==> src/ddr2w_pkg.sv <==
// Shared constants, types and helpers for the write-path memory controller.
package ddr2w_pkg;

  localparam int BANKS = 4;
  localparam int BANK_W = 2;
  localparam int ADDR_W = 14;
  localparam int CNT_W = 6;
  localparam int MAX_BL = 8;
  localparam int AP_BIT = 10;
  localparam int INTR_GAP = 2;
  localparam int WTR_MIN_CK = 2;

  localparam int SYS_PERIOD_PS = 10000;
  localparam int WR_REC_PS = 15000;
  localparam int WR_TO_RD_PS = 7500;
  localparam int ROW_PRE_PS = 15000;

  localparam int CK_HALF_DEF = 4;
  localparam int CAS_LAT_DEF = 3;
  localparam int ADD_LAT_DEF = 0;
  localparam int BURST_LEN_DEF = 4;
  localparam int DQ_W_DEF = 8;

  typedef enum logic [2:0] {
    OP_NOP = 3'h0,
    OP_ACT = 3'h1,
    OP_READ = 3'h2,
    OP_WRITE = 3'h3,
    OP_PRE = 3'h4
  } op_type;

  typedef struct packed {
    op_type op;
    logic [BANK_W-1:0] bank;
    logic [ADDR_W-1:0] addr;
    logic auto_pre;
    logic other_rank;
  } cmd_type;

  typedef struct packed {
    logic cs_n;
    logic ras_n;
    logic cas_n;
    logic we_n;
    logic [BANK_W-1:0] ba;
    logic [ADDR_W-1:0] a;
  } pins_type;

  localparam pins_type PINS_IDLE = '{cs_n: 1'b1, ras_n: 1'b1, cas_n: 1'b1,
                                     we_n: 1'b1, ba: 2'h0, a: 14'h0};

  function automatic int ceil_div(input int n, input int d);
    return (n + d - 1) / d;
  endfunction : ceil_div

  // Drives the command pins for one command; the select line carries A10.
  function automatic pins_type cmd_pins(input cmd_type c);
    pins_type p;
    p = '{cs_n: 1'b0, ras_n: 1'b1, cas_n: 1'b1, we_n: 1'b1,
          ba: c.bank, a: c.addr};
    case (c.op)
      OP_ACT: begin
        p.ras_n = 1'b0;
      end
      OP_READ: begin
        p.cas_n = 1'b0;
        p.a[AP_BIT] = c.auto_pre;
      end
      OP_WRITE: begin
        p.cas_n = 1'b0;
        p.we_n = 1'b0;
        p.a[AP_BIT] = c.auto_pre;
      end
      OP_PRE: begin
        p.ras_n = 1'b0;
        p.we_n = 1'b0;
        p.a[AP_BIT] = c.auto_pre;
      end
      default: begin
        p.a = 14'h0;
      end
    endcase
    return p;
  endfunction : cmd_pins

endpackage : ddr2w_pkg

==> src/ck_phase_gen.sv <==
// Divides the system clock into the memory clock and reports its phase.
`timescale 1ns/1ps
module ck_phase_gen #(
  parameter int HALF = 4
) (
  input wire logic clk,
  input wire logic rst_n,
  output logic ck,
  output logic [$clog2(2*HALF)-1:0] phase
);

  localparam int PW = $clog2(2*HALF);
  localparam logic [PW-1:0] LAST = PW'(2*HALF - 1);
  localparam logic [PW-1:0] HALF_P = PW'(HALF);

  typedef struct packed {
    logic [PW-1:0] cnt;
    logic ck;
  } div_type;

  div_type s_q;
  div_type s_d;

  always_comb begin
    s_d = s_q;
    s_d.cnt = (s_q.cnt == LAST) ? '0 : s_q.cnt + 1'b1;
    s_d.ck = (s_d.cnt < HALF_P);
  end

  always_ff @(posedge clk) begin
    if (!rst_n) begin
      s_q <= '{cnt: LAST, ck: 1'b0};
    end else begin
      s_q <= s_d;
    end
  end

  assign ck = s_q.ck;
  assign phase = s_q.cnt;

endmodule : ck_phase_gen

==> src/bank_guard.sv <==
// Per-bank countdown that holds off commands until a bank's wait is over.
`timescale 1ns/1ps
module bank_guard #(
  parameter int BANKS = 4,
  parameter int CW = 6
) (
  input wire logic clk,
  input wire logic rst_n,
  input wire logic tick,
  input wire logic set_en,
  input wire logic set_all,
  input wire logic [$clog2(BANKS)-1:0] set_bank,
  input wire logic [CW-1:0] set_val,
  output logic [BANKS-1:0] busy
);

  typedef struct packed {
    logic [BANKS-1:0][CW-1:0] cnt;
  } guard_type;

  guard_type s_q;
  guard_type s_d;

  always_comb begin
    s_d = s_q;
    for (int b = 0; b < BANKS; b++) begin
      if (tick && s_q.cnt[b] != '0) begin
        s_d.cnt[b] = s_q.cnt[b] - 1'b1;
      end
      if (set_en && (set_all || set_bank == b[$clog2(BANKS)-1:0]) &&
          set_val >= s_d.cnt[b]) begin
        s_d.cnt[b] = set_val;
      end
    end
  end

  always_ff @(posedge clk) begin
    if (!rst_n) begin
      s_q <= '0;
    end else begin
      s_q <= s_d;
    end
  end

  always_comb begin
    for (int b = 0; b < BANKS; b++) begin
      busy[b] = (s_q.cnt[b] != '0);
    end
  end

endmodule : bank_guard

==> src/ddr2_write_host.sv <==
// Host-side controller that drives write bursts into the memory pins.
// Function
// - Select line high enables auto precharge.
// - Strobe low before first and after last.
// - First rising strobe one write latency later.
// - Gapless writes spaced half a burst apart.
// - Four-element bursts never interrupted.
// - Eight-element burst cut only by write.
// - Interrupting write exactly two clocks later.
// - Only idle commands between interrupted writes.
// - Interrupting write picks bank, precharge freely.
// - Truncated write precharge waits full burst.
// - Read waits write-to-read delay, two minimum.
// - Other rank reads skip write-to-read delay.
// - Same-bank precharge waits write recovery time.
// - Other-bank precharge needs no recovery wait.
// - Read after auto precharge write waits longer; the code waits the same write-to-read delay as after a plain write.
// - After auto precharge, writes wait half burst.
// - Clock enable stays high through bursts.
`timescale 1ns/1ps
module ddr2_write_host #(
  parameter int CK_HALF = ddr2w_pkg::CK_HALF_DEF,
  parameter int CAS_LAT = ddr2w_pkg::CAS_LAT_DEF,
  parameter int ADD_LAT = ddr2w_pkg::ADD_LAT_DEF,
  parameter int BURST_LEN = ddr2w_pkg::BURST_LEN_DEF,
  parameter int DQ_W = ddr2w_pkg::DQ_W_DEF
) (
  input wire logic CLK_SYS,
  input wire logic RSTN,
  input wire logic CMD_VALID,
  input wire ddr2w_pkg::cmd_type CMD,
  input wire logic [ddr2w_pkg::MAX_BL*DQ_W-1:0] WDATA,
  input wire logic [ddr2w_pkg::MAX_BL-1:0] WMASK,
  output logic CMD_READY,
  output logic WR_BUSY,
  output logic [2:0] WR_SETTING,
  output logic MEM_CK,
  output logic MEM_CKE,
  output ddr2w_pkg::pins_type MEM_CMD,
  output logic DQS_O,
  output logic DQS_OE_N,
  output logic [DQ_W-1:0] DQ_O,
  output logic DQ_OE_N,
  output logic DM
);

  localparam int CW = ddr2w_pkg::CNT_W;
  localparam int PW = $clog2(2*CK_HALF);
  localparam int DW = ddr2w_pkg::MAX_BL * DQ_W;
  localparam int CK_PS = 2 * CK_HALF * ddr2w_pkg::SYS_PERIOD_PS;
  localparam int WL = CAS_LAT + ADD_LAT - 1;
  localparam int HB = BURST_LEN / 2;
  localparam int WR_RAW = ddr2w_pkg::ceil_div(ddr2w_pkg::WR_REC_PS, CK_PS);
  localparam int WR_CK = (WR_RAW < 1) ? 1 : WR_RAW;
  localparam int WTR_RAW = ddr2w_pkg::ceil_div(ddr2w_pkg::WR_TO_RD_PS, CK_PS);
  localparam int WTR_CK = (WTR_RAW < ddr2w_pkg::WTR_MIN_CK) ?
                          ddr2w_pkg::WTR_MIN_CK : WTR_RAW;
  localparam int RP_RAW = ddr2w_pkg::ceil_div(ddr2w_pkg::ROW_PRE_PS, CK_PS);
  localparam int RP_CK = (RP_RAW < 1) ? 1 : RP_RAW;
  localparam logic IS_BL8 = (BURST_LEN == ddr2w_pkg::MAX_BL);

  localparam logic [PW-1:0] PH_RISE = PW'(0);
  localparam logic [PW-1:0] PH_FALL = PW'(CK_HALF);
  localparam logic [PW-1:0] PH_DQ_A = PW'(CK_HALF + CK_HALF / 2);
  localparam logic [PW-1:0] PH_DQ_B = PW'(CK_HALF / 2);

  localparam logic [CW-1:0] WW_WAIT = CW'(HB - 1);
  localparam logic [CW-1:0] INTR_AT = CW'(HB - ddr2w_pkg::INTR_GAP);
  localparam logic [CW-1:0] WTR_WAIT = CW'(WL + HB + WTR_CK - 1);
  localparam logic [CW-1:0] NW_WAIT = CW'(HB - 1);
  localparam logic [CW-1:0] WPRE_WAIT = CW'(WL + HB + WR_CK - 1);
  localparam logic [CW-1:0] AP_WAIT = CW'(WL + HB + WR_CK + RP_CK - 1);
  localparam logic [CW-1:0] RP_WAIT = CW'(RP_CK - 1);
  localparam logic [CW-1:0] WL_CNT = CW'(WL);
  localparam logic [3:0] BL_CNT = 4'(BURST_LEN);

  typedef enum logic [1:0] {
    ST_INIT = 2'b01,
    ST_RUN = 2'b10
  } state_type;

  typedef struct packed {
    state_type st;
    logic cke;
    ddr2w_pkg::pins_type pins;
    logic dqs;
    logic dqs_oe_n;
    logic dq_oe_n;
    logic [1:0] pv;
    logic [1:0][CW-1:0] pc;
    logic [1:0][DW-1:0] pd;
    logic [1:0][ddr2w_pkg::MAX_BL-1:0] pm;
    logic [3:0] left;
    logic [DW-1:0] cd;
    logic [ddr2w_pkg::MAX_BL-1:0] cm;
    logic post;
    logic [CW-1:0] wr_cnt;
    logic [CW-1:0] rd_cnt;
    logic [CW-1:0] nw_cnt;
    logic last_ap;
    logic [ddr2w_pkg::BANKS-1:0] open;
  } regs_type;

  localparam regs_type RST_VAL = '{st: ST_INIT, pins: ddr2w_pkg::PINS_IDLE,
                                   dqs_oe_n: 1'b1, dq_oe_n: 1'b1,
                                   default: '0};

  localparam ddr2w_pkg::cmd_type NOP_CMD = '{op: ddr2w_pkg::OP_NOP,
                                            default: '0};

  regs_type s_q;
  regs_type s_d;
  logic ck;
  logic [PW-1:0] ph;
  logic tick;
  logic ok;
  logic accept;
  logic intr_ok;
  logic ld;
  logic li;
  logic preamb;
  logic pg_set;
  logic ag_set;
  logic ag_all;
  logic [CW-1:0] ag_val;
  logic [ddr2w_pkg::BANKS-1:0] pre_busy;
  logic [ddr2w_pkg::BANKS-1:0] act_busy;

  ck_phase_gen #(
    .HALF(CK_HALF)
  ) u_div (
    .clk(CLK_SYS),
    .rst_n(RSTN),
    .ck(ck),
    .phase(ph)
  );

  bank_guard #(
    .BANKS(ddr2w_pkg::BANKS),
    .CW(CW)
  ) u_pre_guard (
    .clk(CLK_SYS),
    .rst_n(RSTN),
    .tick(tick),
    .set_en(pg_set),
    .set_all(1'b0),
    .set_bank(CMD.bank),
    .set_val(WPRE_WAIT),
    .busy(pre_busy)
  );

  bank_guard #(
    .BANKS(ddr2w_pkg::BANKS),
    .CW(CW)
  ) u_act_guard (
    .clk(CLK_SYS),
    .rst_n(RSTN),
    .tick(tick),
    .set_en(ag_set),
    .set_all(ag_all),
    .set_bank(CMD.bank),
    .set_val(ag_val),
    .busy(act_busy)
  );

  assign tick = (ph == PH_FALL);

  // Decides whether the offered command may go out on this clock.
  always_comb begin
    intr_ok = IS_BL8 && !s_q.last_ap && (s_q.wr_cnt == INTR_AT);
    case (CMD.op)
      ddr2w_pkg::OP_WRITE: begin
        ok = (s_q.wr_cnt == '0 || intr_ok) && !act_busy[CMD.bank] &&
             s_q.open[CMD.bank] && !(&s_q.pv);
      end
      ddr2w_pkg::OP_READ: begin
        ok = (s_q.rd_cnt == '0 || CMD.other_rank) && s_q.nw_cnt == '0 &&
             !act_busy[CMD.bank] && s_q.open[CMD.bank];
      end
      ddr2w_pkg::OP_PRE: begin
        ok = s_q.nw_cnt == '0 && (CMD.auto_pre ?
             (pre_busy == '0 && act_busy == '0) :
             (!pre_busy[CMD.bank] && !act_busy[CMD.bank]));
      end
      ddr2w_pkg::OP_ACT: begin
        ok = s_q.nw_cnt == '0 && !act_busy[CMD.bank] &&
             !s_q.open[CMD.bank];
      end
      default: begin
        ok = 1'b1;
      end
    endcase
    CMD_READY = (s_q.st == ST_RUN) && tick && ok;
    accept = CMD_READY && CMD_VALID;
  end

  always_comb begin
    s_d = s_q;
    pg_set = 1'b0;
    ag_set = 1'b0;
    ag_all = 1'b0;
    ag_val = RP_WAIT;
    ld = 1'b0;
    li = 1'b0;
    preamb = 1'b0;
    case (s_q.st)
      ST_INIT: begin
        if (tick) begin
          s_d.st = ST_RUN;
          s_d.cke = 1'b1;
          s_d.pins = ddr2w_pkg::cmd_pins(NOP_CMD);
        end
      end
      ST_RUN: begin
        if (tick) begin
          if (s_q.wr_cnt != '0) begin
            s_d.wr_cnt = s_q.wr_cnt - 1'b1;
          end
          if (s_q.rd_cnt != '0) begin
            s_d.rd_cnt = s_q.rd_cnt - 1'b1;
          end
          if (s_q.nw_cnt != '0) begin
            s_d.nw_cnt = s_q.nw_cnt - 1'b1;
          end
          for (int i = 0; i < 2; i++) begin
            if (s_q.pv[i] && s_q.pc[i] != '0) begin
              s_d.pc[i] = s_q.pc[i] - 1'b1;
            end
          end
          s_d.pins = ddr2w_pkg::cmd_pins(accept ? CMD : NOP_CMD);
          if (accept) begin
            case (CMD.op)
              ddr2w_pkg::OP_WRITE: begin
                s_d.wr_cnt = WW_WAIT;
                s_d.rd_cnt = WTR_WAIT;
                s_d.nw_cnt = (IS_BL8 && !CMD.auto_pre) ? NW_WAIT : '0;
                s_d.last_ap = CMD.auto_pre;
                li = s_q.pv[0];
                s_d.pv[li] = 1'b1;
                s_d.pc[li] = WL_CNT;
                s_d.pd[li] = WDATA;
                s_d.pm[li] = WMASK;
                pg_set = 1'b1;
                if (CMD.auto_pre) begin
                  ag_set = 1'b1;
                  ag_val = AP_WAIT;
                  s_d.open[CMD.bank] = 1'b0;
                end
              end
              ddr2w_pkg::OP_READ: begin
                if (CMD.auto_pre) begin
                  s_d.open[CMD.bank] = 1'b0;
                  ag_set = 1'b1;
                end
              end
              ddr2w_pkg::OP_PRE: begin
                ag_set = 1'b1;
                ag_all = CMD.auto_pre;
                if (CMD.auto_pre) begin
                  s_d.open = '0;
                end else begin
                  s_d.open[CMD.bank] = 1'b0;
                end
              end
              ddr2w_pkg::OP_ACT: begin
                s_d.open[CMD.bank] = 1'b1;
              end
              default: begin
                s_d.open = s_q.open;
              end
            endcase
          end
        end
      end
      default: begin
        s_d = RST_VAL;
      end
    endcase

    // Data steps a quarter clock ahead of each strobe edge.
    if (ph == PH_DQ_A || ph == PH_DQ_B) begin
      for (int i = 0; i < 2; i++) begin
        if (ph == PH_DQ_A && s_q.pv[i] && s_q.pc[i] == '0) begin
          ld = 1'b1;
          li = i[0];
        end
      end
      if (ld) begin
        s_d.cd = s_q.pd[li];
        s_d.cm = s_q.pm[li];
        s_d.left = BL_CNT;
        s_d.pv[li] = 1'b0;
        s_d.post = 1'b0;
      end else if (s_q.left != 4'h0) begin
        s_d.cd = s_q.cd >> DQ_W;
        s_d.cm = s_q.cm >> 1;
        s_d.left = s_q.left - 4'h1;
        s_d.post = (s_q.left == 4'h1);
      end else begin
        s_d.post = 1'b0;
      end
    end
    if (ph == PH_RISE) begin
      s_d.dqs = (s_q.left != 4'h0);
    end else if (ph == PH_FALL) begin
      s_d.dqs = 1'b0;
    end
    for (int i = 0; i < 2; i++) begin
      if (s_d.pv[i] && s_d.pc[i] == '0) begin
        preamb = 1'b1;
      end
    end
    s_d.dqs_oe_n = !(preamb || s_d.left != 4'h0 || s_d.post);
    s_d.dq_oe_n = (s_d.left == 4'h0);
  end

  always_ff @(posedge CLK_SYS) begin
    if (!RSTN) begin
      s_q <= RST_VAL;
    end else begin
      s_q <= s_d;
    end
  end

  assign WR_BUSY = (s_q.left != 4'h0) || (|s_q.pv) || s_q.post;
  assign WR_SETTING = 3'(WR_CK);
  assign MEM_CK = ck;
  assign MEM_CKE = s_q.cke;
  assign MEM_CMD = s_q.pins;
  assign DQS_O = s_q.dqs;
  assign DQS_OE_N = s_q.dqs_oe_n;
  assign DQ_O = s_q.cd[DQ_W-1:0];
  assign DQ_OE_N = s_q.dq_oe_n;
  assign DM = s_q.cm[0];

endmodule : ddr2_write_host

==> config.mk <==
export PLATFORM = sky130hd
export DESIGN_NAME = ddr2_write_host
export DESIGN_NICKNAME = d
export VERILOG_FILES = /design/src/ddr2w_pkg.sv /design/src/ck_phase_gen.sv /design/src/bank_guard.sv /design/src/ddr2_write_host.sv
export SDC_FILE = /design/constraint.sdc
export NUM_CORES = 1
export LEC_CHECK = 0
export BUFFER_PORTS_ARGS = -buffer_cell sky130_fd_sc_hd__buf_2
export CORE_UTILIZATION = 48
export CTS_CLUSTER_SIZE = 24
export DETAILED_ROUTE_END_ITERATION = 7
export MAX_ROUTING_LAYER = met4
export PLACE_DENSITY = 0.66
export SETUP_SLACK_MARGIN = 0.1
export SYNTH_ARGS = -nofsm -noshare
export SYNTH_HDL_FRONTEND = slang
export SYNTH_SLANG_ARGS = --single-unit
==> constraint.sdc <==
create_clock -name CLK_SYS -period 7.7 [get_ports CLK_SYS]
set_input_delay 0.77 -clock CLK_SYS [delete_from_list [all_inputs] [get_ports CLK_SYS]]
set_output_delay 0.77 -clock CLK_SYS [all_outputs]
set_load 0.01 [all_outputs]
Word-level counts from Yosys, hierarchy flattened
Cells that the tools add are included.
- register bits: 335
- bits in latches: 0
- memory bits (writable): 0
- memory bits (read-only): 0
- input bits: 96
- output and inout bits: 39
- word-level logic and storage cells: 330
- memories: 0
- add/subtract/negate cells: 15
- $mul: 0
- div/mod/pow operators: 0
- order comparisons: 15
- equality and inequality tests: 25
- shifts and indexed selects: 0
- multiplexer cells: 114
- bitwise logic cells: 12
- reductions and logical operators: 109
- operators with widths (kind ; count):
    158-bit two-way mux ; 3
    158-bit one-hot mux with 2 select lines ; 1
    77-bit two-way mux ; 3
    64-bit two-way mux ; 3
    6-bit two-way mux ; 22
    128-bit bitwise mux ; 1
    6-bit nonzero test ; 13
    6-bit by 1-bit subtractor with 6-bit output (second input constant) ; 13
    76-bit two-way mux ; 1
    23-bit two-way mux ; 3
    64-bit demux with 1-bit select ; 1
    1-bit logical AND ; 49
    23-bit one-hot mux with 2 select lines ; 1
    6-bit zero test ; 7
    20-bit one-hot mux with 2 select lines ; 1
    1-bit two-way mux ; 37
    3-bit two-way mux ; 12
    3-bit by 6-bit >= comparator with 1-bit output ; 4
    3-bit by 6-bit >= comparator with 1-bit output (first input constant) ; 4
    8-bit two-way mux ; 3
    21-bit two-way mux ; 1
    20-bit two-way mux ; 1
    2-bit OR reduction ; 10
    19-bit two-way mux ; 1
    51 further kinds ; 95

Logic depth before layout (Yosys ltp)
- word-level depth: 30
- mapped depth: 19
- mapped depth without buffers: 18

Hierarchy
Synthesis repeated with hierarchy kept, for this count alone.
- cell total of the unflattened synthesis: 1705
- area, all modules: 16104.2 µm²
- by module, submodules not included (module ; instances ; cells each ; area each (µm²)):
    ddr2_write_host ; 1 ; 1205 ; 11726.2
    bank_guard at u_pre_guard ; 1 ; 244 ; 2159.6
    bank_guard at u_act_guard ; 1 ; 246 ; 2087.0
    ck_phase_gen ; 1 ; 10 ; 131.4

Worst setup path after synthesis
OpenSTA, ideal clock, no wires.
- path kind: input to register
- start point: in CMD[16] (netlist name)
- end point: reg u_act_guard.s_q[6] (netlist name)
- setup time: 0.115 ns
- arrival time: 3.861 ns
- data required time: 7.585 ns
- setup slack: 3.724 ns
- stages: 16
- cell sequence: buf_2 -> mux4_2 -> nand3_1 -> a31o_2 -> o211a_1 -> and3_1 -> clkbuf_1 -> inv_1 -> ha_1 -> nand2b_1 -> a31oi_1 -> a21oi_1 -> o211ai_1 -> or3_1 -> mux2_1 -> and2_1
- cells in the longest elaborated chain, start to end: 16
- elaborated cells between the ends (all ways): 37
- classes of those cells: 1 x order compare; 1 x eq/ne; 18 x mux; 17 x reduce/logical
- RTL lines (item ; line ; RTL):
    start: declaration ; ddr2_write_host.sv:31 ; input wire ddr2w_pkg::cmd_type CMD,
    parallel branches: the longest is 15 deep, another holds 1-bit one-hot mux with 4 select lines ; -- ;
    6-bit two-way mux * ; bank_guard.sv:30 ; if (set_en && (set_all || set_bank == b[$clog2(BANKS)-1:0]) &&
    end signal: assignment ; bank_guard.sv:39 ; s_q <= '0;
    end signal: assignment ; bank_guard.sv:41 ; s_q <= s_d;
    end: declaration ; bank_guard.sv:21 ; guard_type s_q;
Every way passes the cells marked *. The select of a mux whose other input is x is not followed.
A chain may end at the register's enable or synchronous reset.

Final worst setup path
- start point: reg s_q[11] (netlist name)
- end point: reg s_q[116] (netlist name)
- cells in the longest elaborated chain, start to end: 10
- RTL lines (item ; line ; RTL):
    start: declaration ; ddr2_write_host.sv:111 ; regs_type s_q;
    start signal: assignment ; ddr2_write_host.sv:319 ; s_q <= RST_VAL;
    start signal: assignment ; ddr2_write_host.sv:321 ; s_q <= s_d;
    6-bit zero test ; ddr2_write_host.sv:177 ; ok = (s_q.rd_cnt == '0 || CMD.other_rank) && s_q.nw_cnt == '0 &&
    1-bit logical OR ; ddr2_write_host.sv:177 ;
    1-bit logical AND (2 in a row) ; ddr2_write_host.sv:177 ;
    1-bit logical AND ; ddr2_write_host.sv:178 ; !act_busy[CMD.bank] && s_q.open[CMD.bank];
    1-bit one-hot mux with 4 select lines ; ddr2_write_host.sv:171 ; case (CMD.op)
    1-bit logical AND ; ddr2_write_host.sv:193 ; CMD_READY = (s_q.st == ST_RUN) && tick && ok;
    1-bit logical AND ; ddr2_write_host.sv:194 ; accept = CMD_READY && CMD_VALID;
    2-bit inequality test (no line) ; -- ;
    4-bit AND reduction (no line) ; -- ;
No other way between the ends.

==> flow_metrics.tcl <==
set metrics [dict create \
    status "complete, no violations" \
    cts_setup_buffers 0 \
    cts_resized 0 \
    clock_skew_ns 0.0284 \
    power_switching_mw 1.00 \
    die_w_microns 188 \
    critPathMaxFanout 77 \
    grt_pass1_wl_microns 70400 \
    drtPass1Iterations 5 \
    wirelength_microns 43200 \
    seqCellArea_sq_um 6690 \
    synthToLayoutAreaGrowth_pct 11.2 \
    row_count 67 \
    cp-end-kind "flip-flop" \
    power_frac_clock_pct 46.2 \
    core_area_sq_um 33900 \
    drc 0 \
    die_h_microns 188 \
    cp-start-kind "flip-flop" \
    synth_edf_count 0 \
    post-route-util_pct 54.7 \
    grt_overflow_total 0 \
    cts-htree-levels 2 \
    cts_root_buf "clkbuf_16" \
    power_leakage_nw 7.00 \
    antenna_left 0 \
    grt_max_degree 96 \
    crit_type "reg -> reg" \
    final_nets 2109 \
    cts_tree "built" \
    multiInputGateArea_sq_um 9040 \
    ctsLongestPathBuffers 3 \
    drt-initial-drc-count 1085 \
    swShare_pct 25.6 \
    vias_per_cell 5.92 \
    place_congestion 0.911 \
    drv_slew 0 \
    grt_pass1_vias 13905 \
    dpl_worst_slack_ns 2.96 \
    synth_sequential_area_ratio_pct 40.2 \
    setup_viol 0 \
    cts_made_buffers 39 \
    final.setup.tns_ns 0 \
    yosys_warnings 0 \
    cts_hold_buf 0 \
    slew_headroom_pct 25.3 \
    synth_top_flop_cell "dfxtp_1" \
    power_density_nw_per_um2 211 \
    drive_above_1_share_pct 11.8 \
    start_util_pct 49.2 \
    synth_cell_types 66 \
    ys_ff_latch 334 \
    ioPinCount 135 \
    dpl.hpwl_microns 26500 \
    async_flop_share_pct 0 \
    p_int_mw 2.91 \
    cp_data_arrival_time_ns 4.97 \
    synthesis.area_sq_um 16700 \
    max-vdd-ir-drop_v 0.000126 \
    synthCells 1939 \
    path_clk_slew_ns 0.06 \
    maxCapViolations 0 \
    port_buffers 131 \
    rsz0062_at_grt "no" \
    fillers 3140 \
    hold_viol_final 0 \
    combPwrFrac_pct 9.1 \
    fmax_mhz 222 \
    avgSynthCellArea_sq_um 8.59 \
    min_path_type "reg -> reg" \
    antenna_found_initial 9 \
    grtUsageTotal_pct 24.5 \
    die_area_sq_um 35400 \
    clkSinkCount 334 \
    finalCriticalPeriod_ns 4.50 \
    tightest_slew_ns 1.12 \
    vias 14553 \
    timing.final.ws_setup_ns 3.20 \
    p_seq_share_pct 44.8 \
    timing.final.crit_share_pct 58.4 \
    clk_latency_ns 0.54 \
    wl_per_cell_microns 17.6 \
    worstPathRequired_ns 8.17 \
]
==> layout make-up <==
class / count / area share [%]
Antenna cell: 10 / 0.135
Clock buffer: 56 / 6.00
Clock inverter: 14 / 0.730
Inverter: 45 / 0.912
Multi-Input combinational cell: 1404 / 48.8
Sequential cell: 334 / 36.1
Tap cell: 448 / 3.03
Timing Repair Buffer: 149 / 4.27
==> sequential cells by signal, summed over array words and instances (netlist names) <==
signal	flops
s_q	250
DQ_O	8
DQ_OE_N	1
u_act_guard.s_q	24
MEM_CMD	20
u_div.ck	1
u_div.phase	3
u_pre_guard.s_q	24
DQS_OE_N	1
DQS_O	1
DM	1
==> worst max-delay path, cell delays in order (launching register included) <==
cell and delay, ns:
dfxtp_1 0.33, inv_1 0.07, ha_1 0.22, nor2b_1 0.19, and3_1 0.24, o2111ai_1 0.22, nand3_1 0.10, a31o_2 0.32
o211ai_2 0.64, nand2_1 0.23, a21boi_4 0.18, buf_4 0.58, buf_4 0.79, a21o_1 0.23
==> cells in the final DEF (no fill, tap or decap), types with 8 or more instances in the layout <==
cell,n
nor4_1,9
xnor2_1,25
diode_2,10
nand4_1,11
clkinv_2,10
and2_1,36
a21o_1,76
xor2_1,17
nor2b_1,39
nand2b_1,12
ha_1,40
o21ai_0,246
or3_1,8
and3_1,16
a21boi_0,78
nor3_1,27
o221ai_1,11
o22ai_1,17
buf_2,131
dfxtp_1,333
nand2_1,162
clkbuf_1,11
a31oi_1,16
buf_4,18
clkbuf_16,40
mux2i_1,64
o2bb2ai_1,72
a22oi_1,86
a21oi_1,115
inv_1,44
nor2_1,77
nand3_1,35
o21a_1,11
==> cells by family after synthesis <==
family | synth area share, %
AO/OA/AOI/OAI | 30.4
AND/OR/NAND/NOR | 14.0
flip-flops | 40.2
buffers and inverters | 5.93
multiplexers | 4.25
XOR/XNOR | 2.21
adder cells (fa/ha/maj) | 3.01
other | 0.0451
==> path summary, 6_finish.rpt <==
check	cells past startpoint	from	slack [ns]	to
setup / recovery	13	s_q[11]	3.20	s_q[116]
hold / removal	2	s_q[91]	0.44	s_q[91]
setup reg to reg	13	s_q[11]	3.20	s_q[116]
hold reg to reg	2	s_q[91]	0.44	s_q[91]
==> power groups by stage <==
stage               clock network (mW)  logic, mW  registers [mW]
floorplan                            0      0.229            1.79
CTS                               1.83      0.353            1.75
global route                      1.91      0.389            1.75
finish                            1.80      0.356            1.75
global placement                     0      0.348            1.79
detailed placement                   0      0.352            1.79
==> per-stage QoR <==
step | power, mW | area (sq um) | hold WS [ns] | cells
final | 3.91 | 18500 | 0.444 | 2460
after floorplan | 2.02 | 16700 | 0.423 | 1940
after CTS | 3.93 | 18500 | 0.445 | 2450
after global routing | 4.05 | 18500 | 0.466 | 2459
after global placement | 2.13 | 17200 | 0.431 | 2380
after detailed placement | 2.14 | 17200 | 0.437 | 2380
==> routing by layer <==
metal	track usage (%)	up-vias	wire, microns
met5	-	-	0
met4	6.66	0	792
met3	3.97	66	2140
met2	39.8	327	19900
met1	31.4	7039	20400
li1	-	7121	-
==> synthesized netlist by cell type (all sizes together) (17+ instances only) <==
library cell	n	share of area (%)
inv	45	1.0
a22oi	86	3.9
nor3	30	0.99
a21o	76	3.4
nand2	163	3.7
and2	37	1.4
mux2i	64	3.8
buf	73	3.0
ha	40	3.0
a21boi	80	3.6
nand3	35	1.1
nor2	81	1.8
xor2	17	0.89
xnor2	25	1.3
a21oi	116	3.6
nor2b	39	1.5
o22ai	17	0.64
o2bb2ai	72	3.8
o21ai	247	7.4
dfxtp	334	40
clkbuf	84	1.9
No activity file was read; power rests on OpenSTA's default activity.
